`src/drs_pkg.sv`:
```
// Shared constants and types for the disk read data sequencer
package drs_pkg;
  // ---------------------------------------------------------------
  // Timing
  // ---------------------------------------------------------------
  localparam int CLK_PERIOD_NS = 10;
  localparam int TICK_TIME_NS = 1000000;
  localparam int TICK_CYCLES = TICK_TIME_NS / CLK_PERIOD_NS;

  // ---------------------------------------------------------------
  // Command layout
  // ---------------------------------------------------------------
  localparam int PARAM_BYTES = 8;
  localparam int RESULT_BYTES = 7;
  localparam logic [4:0] OP_READ = 5'h06;
  localparam logic [4:0] OP_READ_DEL = 5'h0c;
  localparam logic [4:0] OP_WRITE = 5'h05;
  localparam logic [4:0] OP_WRITE_DEL = 5'h09;
  localparam logic [4:0] OP_VERIFY = 5'h16;
  localparam logic [7:0] CMD_PERP = 8'h12;
  localparam logic [4:0] OP_FORMAT = 5'h0d;
  localparam int MT_BIT = 7;
  localparam int SK_BIT = 5;
  localparam int PERP_OW_BIT = 7;
  // Parameter byte slots after the first command byte
  localparam int P_SEL = 0;
  localparam int P_CYL = 1;
  localparam int P_HEAD = 2;
  localparam int P_SEC = 3;
  localparam int P_SIZE = 4;
  localparam int P_EOT = 5;
  localparam int P_DTL = 7;

  // ---------------------------------------------------------------
  // Status fields
  // ---------------------------------------------------------------
  localparam logic [7:0] INVALID_ST0 = 8'h80;
  localparam logic [1:0] IC_NORMAL = 2'h0;
  localparam logic [1:0] IC_ABNORMAL = 2'h1;
  localparam int ST1_ND_BIT = 2;
  localparam int ST1_DE_BIT = 5;
  localparam int ST2_CM_BIT = 6;
  localparam int ST2_DD_BIT = 5;
  localparam logic [7:0] FIRST_SECTOR = 8'h01;
  localparam logic [14:0] BASE_SECTOR_BYTES = 15'h0080;
  localparam int FIFO_DEPTH = 8;

  typedef struct packed {
    logic [7:0] cyl;
    logic [7:0] head;
    logic [7:0] sec;
    logic [7:0] size;
  } drs_id_t;

  typedef struct packed {
    logic overwrite;
    logic [3:0] driveEn;
    logic gapLen;
    logic writeGate;
  } drs_perp_t;
endpackage

```
`src/drs_sequencer.sv`:
```
// Command decode and read data sequencing for a floppy controller core
module drs_sequencer import drs_pkg::*; #(
  parameter int TICK_DIV = TICK_CYCLES
) (
  input wire logic clk,
  input wire logic nrst,
  input wire logic cmdValid,
  input wire logic [7:0] cmdByte,
  output logic cmdReady,
  output logic resValid,
  output logic [7:0] resByte,
  input wire logic resAck,
  output logic dataValid,
  output logic [7:0] dataByte,
  input wire logic dataReady,
  input wire logic terminal_count,
  input wire logic impliedSeekEn,
  input wire logic [7:0] settleTicks,
  input wire logic [7:0] unloadTicks,
  output logic seekReq,
  output logic [7:0] seekCyl,
  input wire logic seekDone,
  input wire logic seekOk,
  input wire logic [7:0] seekFailCyl,
  input wire logic index_pulse_input,
  input wire logic idValid,
  input wire drs_id_t idField,
  input wire logic idCrcOk,
  input wire logic markValid,
  input wire logic markDeleted,
  input wire logic diskByteValid,
  input wire logic [7:0] diskByte,
  input wire logic sectorEnd,
  input wire logic dataCrcOk,
  output logic headLoad,
  output logic [3:0] driveBusy,
  output logic standby,
  output logic otherCmd,
  output drs_perp_t perpMode,
  output logic [7:0] dumpCount
);
  if (TICK_DIV < 1) begin : g_chk
    $error("TICK_DIV must be at least one");
  end

  typedef enum logic [3:0] {
    S_IDLE, S_PARAM, S_PERP, S_SEEK, S_LOAD, S_SEARCH, S_MARK, S_DATA, S_RESULT
  } drs_state_t;

  // ---------------------------------------------------------------
  // Tick divider
  // ---------------------------------------------------------------
  logic [31:0] divCnt_q, divCnt_d;
  logic tick_q, tick_d;

  always_comb begin
    tick_d = (divCnt_q == 32'(TICK_DIV - 1));
    divCnt_d = tick_d ? '0 : divCnt_q + 32'h1;
  end

  always_ff @(posedge clk) begin
    if (!nrst) begin
      divCnt_q <= '0;
      tick_q <= 1'b0;
    end else begin
      divCnt_q <= divCnt_d;
      tick_q <= tick_d;
    end
  end

  // ---------------------------------------------------------------
  // Sequencer state
  // ---------------------------------------------------------------
  drs_state_t state_q, state_d;
  logic [7:0] cmd_q, cmd_d;
  logic [7:0] par_q [PARAM_BYTES];
  logic [7:0] par_d [PARAM_BYTES];
  logic [2:0] parIdx_q, parIdx_d;
  logic [2:0] resIdx_q, resIdx_d;
  logic oneByteRes_q, oneByteRes_d;
  logic [1:0] ic_q, ic_d;
  logic nd_q, nd_d, de_q, de_d, dd_q, dd_d, cm_q, cm_d;
  logic cmStop_q, cmStop_d, stopSend_q, stopSend_d;
  logic [1:0] idxCnt_q, idxCnt_d;
  logic [14:0] byteCnt_q, byteCnt_d;
  logic [7:0] wait_q, wait_d;
  logic [7:0] curCyl_q, curCyl_d;
  logic headLoad_q, headLoad_d;
  logic seekReq_q, seekReq_d;
  logic [3:0] busy_q, busy_d;
  logic standby_q, standby_d;
  logic otherCmd_q, otherCmd_d;
  logic lastFmt_q, lastFmt_d;
  drs_perp_t perp_q, perp_d;
  logic resValid_q, resValid_d;
  logic [7:0] resByte_q, resByte_d;
  logic cmdReady_q, cmdReady_d;
  logic [7:0] dumpCount_q, dumpCount_d;
  logic fifoInValid, fifoInReady;

  logic [4:0] op;
  logic isXfer, isRead, isDel, mt, sk, deliver, isKnown, lastOnTrack;
  logic [14:0] secLen, xferLen;
  logic [7:0] st0, st1, st2, nextByte;

  // Command classification; the low five bits alone pick the transfer kind
  always_comb begin
    op = cmd_q[4:0];
    isXfer = (op == OP_READ) || (op == OP_READ_DEL) || (op == OP_WRITE)
             || (op == OP_WRITE_DEL) || (op == OP_VERIFY);
    isRead = (op == OP_READ) || (op == OP_READ_DEL);
    isDel = (op == OP_READ_DEL);
    mt = cmd_q[MT_BIT];
    sk = cmd_q[SK_BIT];
    deliver = isRead && !stopSend_q;
    secLen = BASE_SECTOR_BYTES << par_q[P_SIZE][2:0];
    // Short length only applies with size code zero
    if (par_q[P_SIZE][2:0] == 3'h0 && par_q[P_DTL] < 8'h80) begin
      xferLen = {7'h0, par_q[P_DTL]};
    end else begin
      xferLen = secLen;
    end
    lastOnTrack = (par_q[P_SEC] == par_q[P_EOT]) && (!mt || par_q[P_HEAD][0]);
    st0 = {ic_q, 3'h0, par_q[P_SEL][2:0]};
    st1 = 8'h0;
    st1[ST1_ND_BIT] = nd_q;
    st1[ST1_DE_BIT] = de_q;
    st2 = 8'h0;
    st2[ST2_CM_BIT] = cm_q;
    st2[ST2_DD_BIT] = dd_q;
  end

  // Decode of a first command byte against the defined code set
  always_comb begin
    case (cmdByte[4:0])
      5'h02, 5'h03, 5'h04, 5'h05, 5'h06, 5'h07, 5'h08, 5'h09, 5'h0a, 5'h0c,
      5'h0d, 5'h0e, 5'h0f, 5'h10, 5'h12, 5'h13, 5'h14, 5'h16: isKnown = 1'b1;
      default: isKnown = 1'b0;
    endcase
  end

  // Result byte selected by the result index
  always_comb begin
    case (resIdx_d)
      3'h0: nextByte = st0;
      3'h1: nextByte = st1;
      3'h2: nextByte = st2;
      3'h3: nextByte = par_q[P_CYL];
      3'h4: nextByte = par_q[P_HEAD];
      3'h5: nextByte = par_q[P_SEC];
      3'h6: nextByte = par_q[P_SIZE];
      default: nextByte = 8'h0;
    endcase
  end

  // Next-state logic for the whole command sequence
  always_comb begin
    state_d = state_q;
    cmd_d = cmd_q;
    par_d = par_q;
    parIdx_d = parIdx_q;
    resIdx_d = resIdx_q;
    oneByteRes_d = oneByteRes_q;
    ic_d = ic_q;
    nd_d = nd_q;
    de_d = de_q;
    dd_d = dd_q;
    cm_d = cm_q;
    cmStop_d = cmStop_q;
    stopSend_d = stopSend_q;
    idxCnt_d = idxCnt_q;
    byteCnt_d = byteCnt_q;
    wait_d = wait_q;
    curCyl_d = curCyl_q;
    headLoad_d = headLoad_q;
    seekReq_d = 1'b0;
    busy_d = busy_q;
    standby_d = standby_q;
    otherCmd_d = 1'b0;
    lastFmt_d = lastFmt_q;
    perp_d = perp_q;
    resValid_d = resValid_q;
    resByte_d = resByte_q;
    fifoInValid = 1'b0;
    case (state_q)
      S_IDLE: begin
        // Head stays loaded until the unload interval runs out
        if (headLoad_q && tick_q) begin
          wait_d = wait_q + 8'h1;
          if (wait_q >= unloadTicks) begin
            headLoad_d = 1'b0;
          end
        end
        if (cmdValid) begin
          cmd_d = cmdByte;
          standby_d = 1'b0;
          if (cmdByte == CMD_PERP) begin
            state_d = S_PERP;
          end else if (!isKnown) begin
            // No-op: standby and a lone status byte
            standby_d = 1'b1;
            oneByteRes_d = 1'b1;
            resIdx_d = 3'h0;
            resByte_d = INVALID_ST0;
            resValid_d = 1'b1;
            state_d = S_RESULT;
          end else if (cmdByte[4:0] == OP_FORMAT) begin
            lastFmt_d = 1'b1;
            otherCmd_d = 1'b1;
          end else if (cmdByte[4:0] inside {OP_READ, OP_READ_DEL, OP_WRITE,
                                            OP_WRITE_DEL, OP_VERIFY}) begin
            lastFmt_d = 1'b0;
            parIdx_d = 3'h0;
            state_d = S_PARAM;
          end else begin
            otherCmd_d = 1'b1;
          end
        end
      end
      S_PERP: begin
        if (cmdValid) begin
          // Drive enables only change when the overwrite bit is set
          perp_d.overwrite = cmdByte[PERP_OW_BIT];
          if (cmdByte[PERP_OW_BIT]) begin
            perp_d.driveEn = cmdByte[5:2];
          end
          perp_d.gapLen = cmdByte[1];
          perp_d.writeGate = cmdByte[0];
          state_d = S_IDLE;
        end
      end
      S_PARAM: begin
        if (cmdValid) begin
          par_d[parIdx_q] = cmdByte;
          parIdx_d = parIdx_q + 3'h1;
          // Execution starts only after the ninth byte
          if (parIdx_q == 3'(PARAM_BYTES - 1)) begin
            {ic_d, nd_d, de_d, dd_d, cm_d, cmStop_d, stopSend_d} = '0;
            idxCnt_d = '0;
            wait_d = '0;
            if (impliedSeekEn && par_d[P_CYL] != curCyl_q) begin
              seekReq_d = 1'b1;
              busy_d[par_d[P_SEL][1:0]] = 1'b1;
              state_d = S_SEEK;
            end else begin
              state_d = S_LOAD;
            end
          end
        end
      end
      S_SEEK: begin
        if (seekDone) begin
          busy_d = '0;
          if (seekOk) begin
            curCyl_d = par_q[P_CYL];
            state_d = S_LOAD;
          end else begin
            ic_d = IC_ABNORMAL;
            par_d[P_CYL] = seekFailCyl;
            curCyl_d = seekFailCyl;
            state_d = S_RESULT;
          end
        end
      end
      S_LOAD: begin
        // A head still loaded from before needs no settling
        if (headLoad_q && wait_q == 8'h0) begin
          state_d = S_SEARCH;
        end else begin
          headLoad_d = 1'b1;
          if (tick_q) begin
            wait_d = wait_q + 8'h1;
          end
          if (wait_q >= settleTicks) begin
            wait_d = '0;
            state_d = S_SEARCH;
          end
        end
      end
      S_SEARCH: begin
        if (index_pulse_input) begin
          idxCnt_d = idxCnt_q + 2'h1;
          if (idxCnt_q == 2'h1) begin
            ic_d = IC_ABNORMAL;
            nd_d = 1'b1;
            state_d = S_RESULT;
          end
        end else if (idValid) begin
          if (!idCrcOk) begin
            ic_d = IC_ABNORMAL;
            de_d = 1'b1;
            dd_d = 1'b1;
            state_d = S_RESULT;
          end else if (idField == {par_q[P_CYL], par_q[P_HEAD], par_q[P_SEC],
                                   par_q[P_SIZE]}) begin
            state_d = S_MARK;
          end
        end
      end
      S_MARK: begin
        if (markValid) begin
          byteCnt_d = '0;
          idxCnt_d = '0;
          if (markDeleted != isDel) begin
            cm_d = 1'b1;
            if (sk) begin
              // Skipped unread: go on to the next sector, or to the result after the last one
              if (lastOnTrack) begin
                state_d = S_RESULT;
              end else begin
                state_d = S_SEARCH;
              end
              if (par_q[P_SEC] == par_q[P_EOT]) begin
                par_d[P_SEC] = FIRST_SECTOR;
                par_d[P_HEAD][0] = ~par_q[P_HEAD][0];
              end else begin
                par_d[P_SEC] = par_q[P_SEC] + 8'h1;
              end
            end else begin
              cmStop_d = 1'b1;
              state_d = S_DATA;
            end
          end else begin
            state_d = S_DATA;
          end
        end
      end
      S_DATA: begin
        if (terminal_count) begin
          stopSend_d = 1'b1;
        end
        if (diskByteValid && byteCnt_q < secLen) begin
          byteCnt_d = byteCnt_q + 15'h1;
          if (deliver && byteCnt_q < xferLen) begin
            fifoInValid = 1'b1;
            // Overrun: FIFO full acts as an implied terminal count
            if (!fifoInReady) begin
              stopSend_d = 1'b1;
            end
          end
        end
        if (sectorEnd) begin
          if (!dataCrcOk) begin
            ic_d = IC_ABNORMAL;
            de_d = 1'b1;
            state_d = S_RESULT;
          end else if (cmStop_q) begin
            state_d = S_RESULT;
          end else begin
            // Advance the address, then stop or read on
            if (par_q[P_SEC] == par_q[P_EOT]) begin
              par_d[P_SEC] = FIRST_SECTOR;
              if (mt) begin
                par_d[P_HEAD][0] = ~par_q[P_HEAD][0];
              end
              if (!mt || par_q[P_HEAD][0]) begin
                par_d[P_CYL] = par_q[P_CYL] + 8'h1;
              end
            end else begin
              par_d[P_SEC] = par_q[P_SEC] + 8'h1;
            end
            if (stopSend_q || terminal_count || lastOnTrack) begin
              state_d = S_RESULT;
            end else begin
              state_d = S_SEARCH;
            end
          end
        end
      end
      S_RESULT: begin
        if (!resValid_q) begin
          oneByteRes_d = 1'b0;
          resIdx_d = 3'h0;
          resByte_d = nextByte;
          resValid_d = 1'b1;
        end else if (resAck) begin
          resIdx_d = resIdx_q + 3'h1;
          resByte_d = nextByte;
          if (oneByteRes_q || resIdx_q == 3'(RESULT_BYTES - 1)) begin
            resValid_d = 1'b0;
            wait_d = '0;
            state_d = S_IDLE;
          end
        end
      end
      default: state_d = S_IDLE;
    endcase
    // Registered so both ports come straight from flops, aligned with the state
    cmdReady_d = (state_d == S_IDLE) || (state_d == S_PARAM) || (state_d == S_PERP);
    dumpCount_d = lastFmt_d ? 8'h0 : par_d[P_EOT];
  end

  always_ff @(posedge clk) begin
    if (!nrst) begin
      state_q <= S_IDLE;
      cmd_q <= '0;
      for (int i = 0; i < PARAM_BYTES; i++) begin
        par_q[i] <= '0;
      end
      parIdx_q <= '0;
      resIdx_q <= '0;
      oneByteRes_q <= 1'b0;
      ic_q <= IC_NORMAL;
      {nd_q, de_q, dd_q, cm_q, cmStop_q, stopSend_q} <= '0;
      idxCnt_q <= '0;
      byteCnt_q <= '0;
      wait_q <= '0;
      curCyl_q <= '0;
      headLoad_q <= 1'b0;
      seekReq_q <= 1'b0;
      busy_q <= '0;
      standby_q <= 1'b0;
      otherCmd_q <= 1'b0;
      lastFmt_q <= 1'b0;
      perp_q <= '0;
      resValid_q <= 1'b0;
      resByte_q <= '0;
      cmdReady_q <= 1'b1;
      dumpCount_q <= '0;
    end else begin
      state_q <= state_d;
      cmd_q <= cmd_d;
      par_q <= par_d;
      parIdx_q <= parIdx_d;
      resIdx_q <= resIdx_d;
      oneByteRes_q <= oneByteRes_d;
      ic_q <= ic_d;
      {nd_q, de_q, dd_q, cm_q, cmStop_q, stopSend_q} <=
        {nd_d, de_d, dd_d, cm_d, cmStop_d, stopSend_d};
      idxCnt_q <= idxCnt_d;
      byteCnt_q <= byteCnt_d;
      wait_q <= wait_d;
      curCyl_q <= curCyl_d;
      headLoad_q <= headLoad_d;
      seekReq_q <= seekReq_d;
      busy_q <= busy_d;
      standby_q <= standby_d;
      otherCmd_q <= otherCmd_d;
      lastFmt_q <= lastFmt_d;
      perp_q <= perp_d;
      resValid_q <= resValid_d;
      resByte_q <= resByte_d;
      cmdReady_q <= cmdReady_d;
      dumpCount_q <= dumpCount_d;
    end
  end

  // ---------------------------------------------------------------
  // Outputs and data FIFO
  // ---------------------------------------------------------------
  assign cmdReady = cmdReady_q;
  assign resValid = resValid_q;
  assign resByte = resByte_q;
  assign seekReq = seekReq_q;
  assign seekCyl = par_q[P_CYL];
  assign headLoad = headLoad_q;
  assign driveBusy = busy_q;
  assign standby = standby_q;
  assign otherCmd = otherCmd_q;
  assign perpMode = perp_q;
  // Shared count byte follows the kind of the latest format or transfer command
  assign dumpCount = dumpCount_q;

  drs_fifo #(
    .WIDTH(8),
    .DEPTH(FIFO_DEPTH)
  ) u_fifo (
    .clk(clk),
    .nrst(nrst),
    .inValid(fifoInValid),
    .inData(diskByte),
    .inReady(fifoInReady),
    .outValid(dataValid),
    .outReady(dataReady),
    .outData(dataByte)
  );
endmodule // drs_sequencer

```
`src/drs_fifo.sv`:
```
// Data FIFO with registered output stage
module drs_fifo #(
  parameter int WIDTH = 8,
  parameter int DEPTH = 8
) (
  input wire logic clk,
  input wire logic nrst,
  input wire logic inValid,
  input wire logic [WIDTH-1:0] inData,
  output logic inReady,
  output logic outValid,
  input wire logic outReady,
  output logic [WIDTH-1:0] outData
);
  localparam int AW = $clog2(DEPTH);

  if (DEPTH < 2 || (1 << AW) != DEPTH) begin : g_chk
    $error("drs_fifo depth must be a power of two of at least 2");
  end

  logic [WIDTH-1:0] mem [DEPTH];
  logic [AW-1:0] wrPtr_q, wrPtr_d, rdPtr_q, rdPtr_d;
  logic [AW:0] count_q, count_d;
  logic outValid_q, outValid_d;
  logic [WIDTH-1:0] outData_q, outData_d;
  logic push, pop;

  // ---------------------------------------------------------------
  // Pointer and output stage
  // ---------------------------------------------------------------
  // Full is honest: the source sees ready drop and the offered byte is not stored
  assign inReady = (count_q != (AW+1)'(DEPTH));
  assign push = inValid && inReady;
  assign outValid = outValid_q;
  assign outData = outData_q;

  always_comb begin
    pop = (count_q != '0) && (!outValid_q || outReady);
    wrPtr_d = push ? wrPtr_q + 1'b1 : wrPtr_q;
    rdPtr_d = pop ? rdPtr_q + 1'b1 : rdPtr_q;
    count_d = count_q + (AW+1)'(push) - (AW+1)'(pop);
    outValid_d = pop ? 1'b1 : (outReady ? 1'b0 : outValid_q);
    outData_d = pop ? mem[rdPtr_q] : outData_q;
  end

  always_ff @(posedge clk) begin
    if (!nrst) begin
      wrPtr_q <= '0;
      rdPtr_q <= '0;
      count_q <= '0;
      outValid_q <= 1'b0;
      outData_q <= '0;
    end else begin
      wrPtr_q <= wrPtr_d;
      rdPtr_q <= rdPtr_d;
      count_q <= count_d;
      outValid_q <= outValid_d;
      outData_q <= outData_d;
    end
  end

  // Storage needs no reset
  always_ff @(posedge clk) begin
    if (push) begin
      mem[wrPtr_q] <= inData;
    end
  end
endmodule // drs_fifo

```
`config.mk`:
```
export PLATFORM = sky130hd
export DESIGN_NAME = drs_sequencer
export DESIGN_NICKNAME = d
export VERILOG_FILES = /design/src/drs_pkg.sv /design/src/drs_sequencer.sv /design/src/drs_fifo.sv
export SDC_FILE = /design/constraint.sdc
export NUM_CORES = 1
export LEC_CHECK = 0
export BUFFER_PORTS_ARGS = -buffer_cell sky130_fd_sc_hd__buf_2
export CAP_MARGIN = 20
export CORE_ASPECT_RATIO = 1.4
export CORE_MARGIN = 2
export CORE_UTILIZATION = 55
export CTS_BUF_LIST = sky130_fd_sc_hd__clkbuf_4 sky130_fd_sc_hd__clkbuf_8
export CTS_CLUSTER_SIZE = 12
export DETAILED_ROUTE_END_ITERATION = 10
export MAX_ROUTING_LAYER = met4
export PLACE_DENSITY = 0.75
export SYNTH_ARGS = -nofsm -noshare
export SYNTH_HDL_FRONTEND = slang
export SYNTH_SLANG_ARGS = --single-unit
```
`constraint.sdc`:
```
create_clock -name clk -period 5.4 [get_ports clk]
set_clock_uncertainty 0.05 [all_clocks]
set_input_delay 0.54 -clock clk [delete_from_list [all_inputs] [get_ports clk]]
set_output_delay 0.54 -clock clk [all_outputs]
set_load 0.01 [all_outputs]
```
==> qor.yml, run 1 <==
fmax_mhz: 241
synth.distinct_cells: 79
worst_ep_required_time_ns: 5.54
setup_viol: 0
die_area_um2: 26100
holdWs_ns: 0.249
cp-start-kind: "flip-flop"
synthesis.nets: 1622
drc: 0
synth_top_area_cell: "dfxtp_1"
min_period_over_period_pct: 77.0
tritoncts: "yes"
cts-root-buf: "clkbuf_8"
avgSynthCellArea_um2: 9.26
place_ws_ns: 1.28
clk_pin_slew_ns: 0.07
rsz0062_at_grt: "false"
cp_slowest_cell: "dfxtp_1"
synth_edf_count: 64
diodes: 0
synth_area_leaders: "dfxtp_1, edfxtp_1, ha_1"
gr-max-usage-layer: "met2"
grt_usage_pct: 29.0
power_density_nw_per_um2: 302
ant_nets: 0
synthArstFlopShare_pct: 0
syn_area_um2: 13700
grt_max_degree: 79
fin_setup_tns_ns: 0
clk_latency_ns: 0.56
clock_path_buffers: 3
syn_inst: 1475
start_util_pct: 55.7
areaGrowthSynthToFinish_pct: 12.4
coreArea_um2: 24500
cap_violations: 0
worstHoldPathType: "in -> reg"
slew_headroom_pct: 25.6
met3_usage_pct: 4.81
drive_gt1_share_pct: 17.2
ys_ff_latch: 259
cp_max_fo: 18
maxSlewViolCount: 0
wl_per_cell_um: 19.3
drtPass1Iterations: 5
io_pins: 139
yosys_warnings: 0
drt_iter0_drc: 790
synth-main-ff-cell: "dfxtp_1"
grt_first_pass_wirelength_um: 57500
power_mw: 4.63
cp.arrival_ns: 4.30
synth-seq-area-share_pct: 42.7
gp_congestion: 0.909
peakVddDrop_mv: 0.318
fin_ws_ns: 1.24
cts_sinks: 259
worstSetupPathType: "reg -> reg"
cp_cell_sequence: "or3b_2 > ha_1 > o21a_1 > o21ai_0 > a21oi_1 > o311ai_0 > and2_1 > and3b_1 > nand2b_1 > nor2_1"
hold_buffers: 0
mostFrequentLayoutCell: "dfxtp_1"
portBuffers: 138
status: "finished clean"
critPathMaxStageDelay_ns: 0.71
grt_overflow_total: 0
layout_common_cells: "dfxtp_1, nor2_1, buf_2, nand2_1, a21oi_1"
vias_per_cell: 6.01
synth_top_area_share_pct: 28.6
vias: 11500
htree_levels: 2
use_met1_pct: 31.6
grtUsageMet2_pct: 51.0
wl_um: 37100
grt_pass1_vias: 11200
end_kind: "flip-flop"
postLayoutCoreUtil_pct: 62.7
post_cts_resized: 0
power.leakage_nw: 6.00
worstMarginPinSlew_ns: 1.11
cts_setup_buffers: 0
nFillCells: 2090
die_h_um: 190
cts_buffers: 41
min_period_ns: 4.16
row_count: 68
post-dp-hpwl_um: 27000
die_w_um: 137
layout.nets: 1723
hold_violations: 0
grt_antenna_before_repair: 0
-- logic make-up (layout without fill, tap and decap cells) --
logic type	after synthesis	in the layout	synth area share, %
simple gates	546	546	19.7
xor+xnor	101	101	6.48
buf+inv	156	286	4.73
compound gates	267	267	13.0
flops	259	259	42.7
mux	88	88	8.00
fa+ha+maj	58	58	5.37
-- registers in the layout (all words and copies together) (netlist names), 15 cells and up --
| register | count |
|---|---|
| u_fifo.mem | 64 |
| divCnt_q | 32 |
| par_q | 43 |
| byteCnt_q | 15 |
-- report_power, final --
| group | leakage [nW] | total, mW | internal [mW] | switching [mW] |
|---|---|---|---|---|
| logic | 3.39 | 0.728 | 0.326 | 0.402 |
| registers | 2.15 | 2.13 | 2.05 | 0.0790 |
| clock network | 0.464 | 1.77 | 0.993 | 0.780 |
| total | 6.00 | 4.63 | 3.37 | 1.26 |
-- layer usage --
metal  wire (µm)  share of wire [%]
met1       14000                 38
met2       19100                 52
met3        2280                6.1
met4        1690                4.6
met5           0                  0
-- worst paths after layout --
| path | cells past startpoint | endpoint | slack [ns] | from |
|---|---|---|---|---|
| max | 10 | u_fifo.mem[6][0] | 1.24 | par_q[24] |
| min | 1 | u_fifo.mem[6][1] | 0.25 | diskByte[1] |
| max reg2reg | 10 | u_fifo.mem[6][0] | 1.24 | par_q[24] |
| min reg2reg | 2 | resByte[5] | 0.40 | resByte[5] |
-- per-stage QoR --
stage          area, µm²  cells
2_1_floorplan      13700   1475
3_3_place_gp       14400   1844
3_5_place_dp       14400   1844
4_1_cts            15300   1916
5_1_grt            15400   1920
6_report           15400   1920
-- cell type report --
class | instances | area (µm²) | area share, %
tap | 315 | 394 | 2.57
inverter | 58 | 219 | 1.43
clock buffer | 57 | 703 | 4.58
timing repair buffer | 156 | 866 | 5.64
clock inverter | 15 | 159 | 1.03
sequential | 259 | 5830 | 37.9
multi-input combinational | 1060 | 7190 | 46.8
-- worst max-delay path: cells and delay by family, from the launching register on --
family,cells,cell delay (ns)
AO/OA/AOI/OAI,4,0.91
flip-flops,1,0.71
AND/OR/NAND/NOR,5,1.83
adder cells (fa/ha/maj),1,0.29
-- Yosys cell counts (9+ instances only) --
cell	number
dfxtp_1	195
nor2_1	180
nand2_1	108
a21oi_1	79
clkbuf_1	67
xnor2_1	66
edfxtp_1	64
mux2i_1	63
nand3_1	61
ha_1	57
inv_1	57
o21ai_0	41
nor3_1	35
xor2_1	35
a211oi_1	30
nand4_1	25
and3_1	21
a22oi_1	20
nor4_1	17
mux4_2	16
a21o_1	14
buf_1	13
nand2b_1	13
nor2b_1	13
o21a_1	12
and2_1	11
nand3b_1	11
o22ai_1	11
buf_4	10
or3_1	10
a31oi_1	9
mux2_2	9
nor3b_1	9
Power figures use the tool's default switching activity.
==> inputs of run 2 (changes only) <==
--- a/config.mk
+++ b/config.mk
@@ -14,7 +14,7 @@
 export CTS_CLUSTER_SIZE = 12
 export DETAILED_ROUTE_END_ITERATION = 10
 export MAX_ROUTING_LAYER = met4
-export PLACE_DENSITY = 0.75
+export PLACE_DENSITY = 0.78
 export SYNTH_ARGS = -nofsm -noshare
 export SYNTH_HDL_FRONTEND = slang
 export SYNTH_SLANG_ARGS = --single-unit
==> constraint.sdc (replaced) <==
create_clock -name clk -period 3.58 [get_ports clk]
set_clock_uncertainty 0.05 [all_clocks]
set_input_delay 0.358 -clock clk [delete_from_list [all_inputs] [get_ports clk]]
set_output_delay 0.358 -clock clk [all_outputs]
set_load 0.01 [all_outputs]
==> run 2 against run 1 <==
  * Sequential share of layout area fell by 0.74 points
  * Cell count increased by 2.0%
  * Maximum frequency grew 23%
  * Critical path depth increased by 2
  * Non-clock buffer count increased by 39
  * Sequential power up 51%
  * Total power up 51%
  * Routed wire length fell by 0.32%
  * First-iteration DRC count down 6.7%
  * Critical endpoint is now u_fifo.mem[2][6]
  * Largest cell class unchanged
  * Largest power group unchanged
  * Highest routed layer unchanged
==> qor.yml, run 2 (synthesis results as in run 1) <==
status: "finished clean"
ant_nets: 0  # unchanged
placed_area_um2: 14800  # +2.3%
start_util_pct: 55.7  # unchanged
grt_antenna_before_repair: 0  # unchanged
worstHoldPathType: "in -> reg"
tritoncts: "yes"
fmax_mhz: 295  # +23%
diodes: 0  # unchanged
cts_sinks: 259  # unchanged
top_regs: "u_fifo.mem: 64 flops, par_q: 43 flops, divCnt_q: 32 flops"
areaGrowthSynthToFinish_pct: 14.7
cp_slowest_cell: "or3b_2"
min_period_over_period_pct: 94.7  # +18 points
portBuffers: 138  # unchanged
worstSetupPathType: "reg -> reg"
rrSetupSlack_ns: 0.19  # -1.05 ns
clk_pin_slew_ns: 0.07  # about the same
vias: 11700  # +1.2%
die_h_um: 190  # unchanged
cp_num_buf_inv: 2  # +2
mostFrequentLayoutCell: "dfxtp_1"
power_mw: 6.99  # +51%
cp_max_fo: 11  # -7
drive_gt1_share_pct: 19.5  # +2.3 points
die_w_um: 137  # unchanged
hold_path_depth: 1  # unchanged
hold_buffers: 0  # unchanged
postLayoutCellArea_um2: 15700  # +2.0%
min_period_ns: 3.39  # -0.767 ns
path_delay_family: "simple AND/OR/NAND/NOR gates"
vias_per_cell: 5.96  # -0.81%
largest_reg_flops: 64  # unchanged
cts_setup_buffers: 0  # unchanged
nFillCells: 2043  # -2.2%
end_kind: "flip-flop"
setup_viol: 0  # unchanged
wl_um: 37000  # -0.32%
cp_cell_sequence: "buf_4 > or3b_2 > ha_1 > a21o_1 > a21o_1 > a21o_1 > a21oi_1 > nor2_1 > and3b_2 > nand2b_1 > nor3b_2 > buf_4"
grt_first_pass_wirelength_um: 58600  # +1.9%
power_density_nw_per_um2: 446  # +48%
coreArea_um2: 24500  # unchanged
drtPass1Iterations: 5  # unchanged
post-dp-hpwl_um: 26900  # -0.28%
grt_usage_pct: 29.3  # +0.24 points
cap_violations: 0  # unchanged
grt_pass1_vias: 11500  # +3.1%
io_pins: 139  # unchanged
min_from: "diskByte[3]"
cp-start-kind: "flip-flop"
min_to: "u_fifo.mem[0][3]"
cp.arrival_ns: 3.62  # -0.68 ns
grt_overflow_total: 0  # unchanged
reg2regPathDepth: 12  # +2
peakVddDrop_mv: 0.505  # +59%
clock_path_buffers: 3  # unchanged
drt_iter0_drc: 737  # -6.7%
cts-root-buf: "clkbuf_8"
worstMarginPinSlew_ns: 0.870  # -0.243 ns
gp_congestion: 0.976  # +7.3%
worst_ep_required_time_ns: 3.81  # -1.73 ns
die_area_um2: 26100  # unchanged
critPathMaxStageDelay_ns: 0.45  # -0.26 ns
drc: 0  # unchanged
grt_max_degree: 90  # +14%
hold_violations: 0  # unchanged
regMostFlops: "u_fifo.mem"
layout.nets: 1761  # +2.2%
r2r-end: "u_fifo.mem[2][6]"
wl_per_cell_um: 18.9  # -2.2%
row_count: 68  # unchanged
layout_common_cells: "dfxtp_1, nor2_1, buf_2, nand2_1, a21oi_1"
path_common_cell: "a21o_1"
reg2reg_from: "par_q[24]"
rsz0062_at_grt: "false"
clk_latency_ns: 0.59  # +0.03 ns
power.leakage_nw: 6.20  # +3.2%
cts_buffers: 40  # -2.4%
maxSlewViolCount: 0  # unchanged
slew_headroom_pct: 41.6  # +16 points
htree_levels: 2  # unchanged
## run 2: changes by cell type in the layout (fill, tap and decap cells not counted), moves of 2 or more
| cell | delta |
|---|---|
| buf_4 | +40 |
| clkbuf_4 | -2 |
| clkinv_1 | +2 |
| nor3_1 | -2 |
| nor3_2 | +2 |
| nor3b_1 | -4 |
| nor3b_2 | +4 |
## run 2: what timing repair did
action                     4_1_cts  5_1_grt
cloned                           0        0
hold endpoints to repair         0        0
gates resized for setup          1        4
setup endpoints to repair        6       54
## run 2: per-layer routing
metal  GRT usage [%]  up-vias  wire length (µm)
li1                -     5546                 -
met1            32.1     5540             13900
met2            50.1      460             18800
met3            5.48      131              2560
met4            15.2        0              1810
met5               -        -                 0
## run 2: how the worst max path moves through the flow
stage	from	endpoint	depth (start not counted)
floorplan	par_q[24]	u_fifo.mem[2][0]	12
global placement	par_q[24]	u_fifo.count_q[2]	14
finish	par_q[24]	u_fifo.mem[2][6]	12
global route	par_q[24]	u_fifo.count_q[2]	14
detailed placement	par_q[24]	u_fifo.count_q[2]	13
CTS	par_q[24]	u_fifo.count_q[2]	14
## run 2: metrics by stage
step	setup WS [ns]	utilization (%)	std cells	setup TNS (ns)	hold slack [ns]
CTS	0.0189	63.8	1956	0	0.00274
finish	0.191	63.9	1958	0	0.0171
global placement	0.199	60.3	1885	0	0.388
detailed placement	0.0704	60.3	1885	0	0.387
global route	0.0159	63.9	1958	0	0.0210
floorplan	-0.00530	-	1475	-0.0424	0.380
## run 2: final cells by class
class	instances	area (µm²)	share of cell area [%]
Timing Repair Buffer	195	1150	7.35
Multi-Input combinational cell	1060	7230	46.2
Tap cell	315	394	2.52
Sequential cell	259	5830	37.2
Clock buffer	56	702	4.48
Inverter	58	219	1.40
Clock inverter	15	144	0.918
## run 2: report_power, final
part / internal [mW] / switching, mW / total (mW)
Clock: 1.43 / 1.22 / 2.65
Combinational: 0.524 / 0.608 / 1.13
Sequential: 3.10 / 0.112 / 3.21
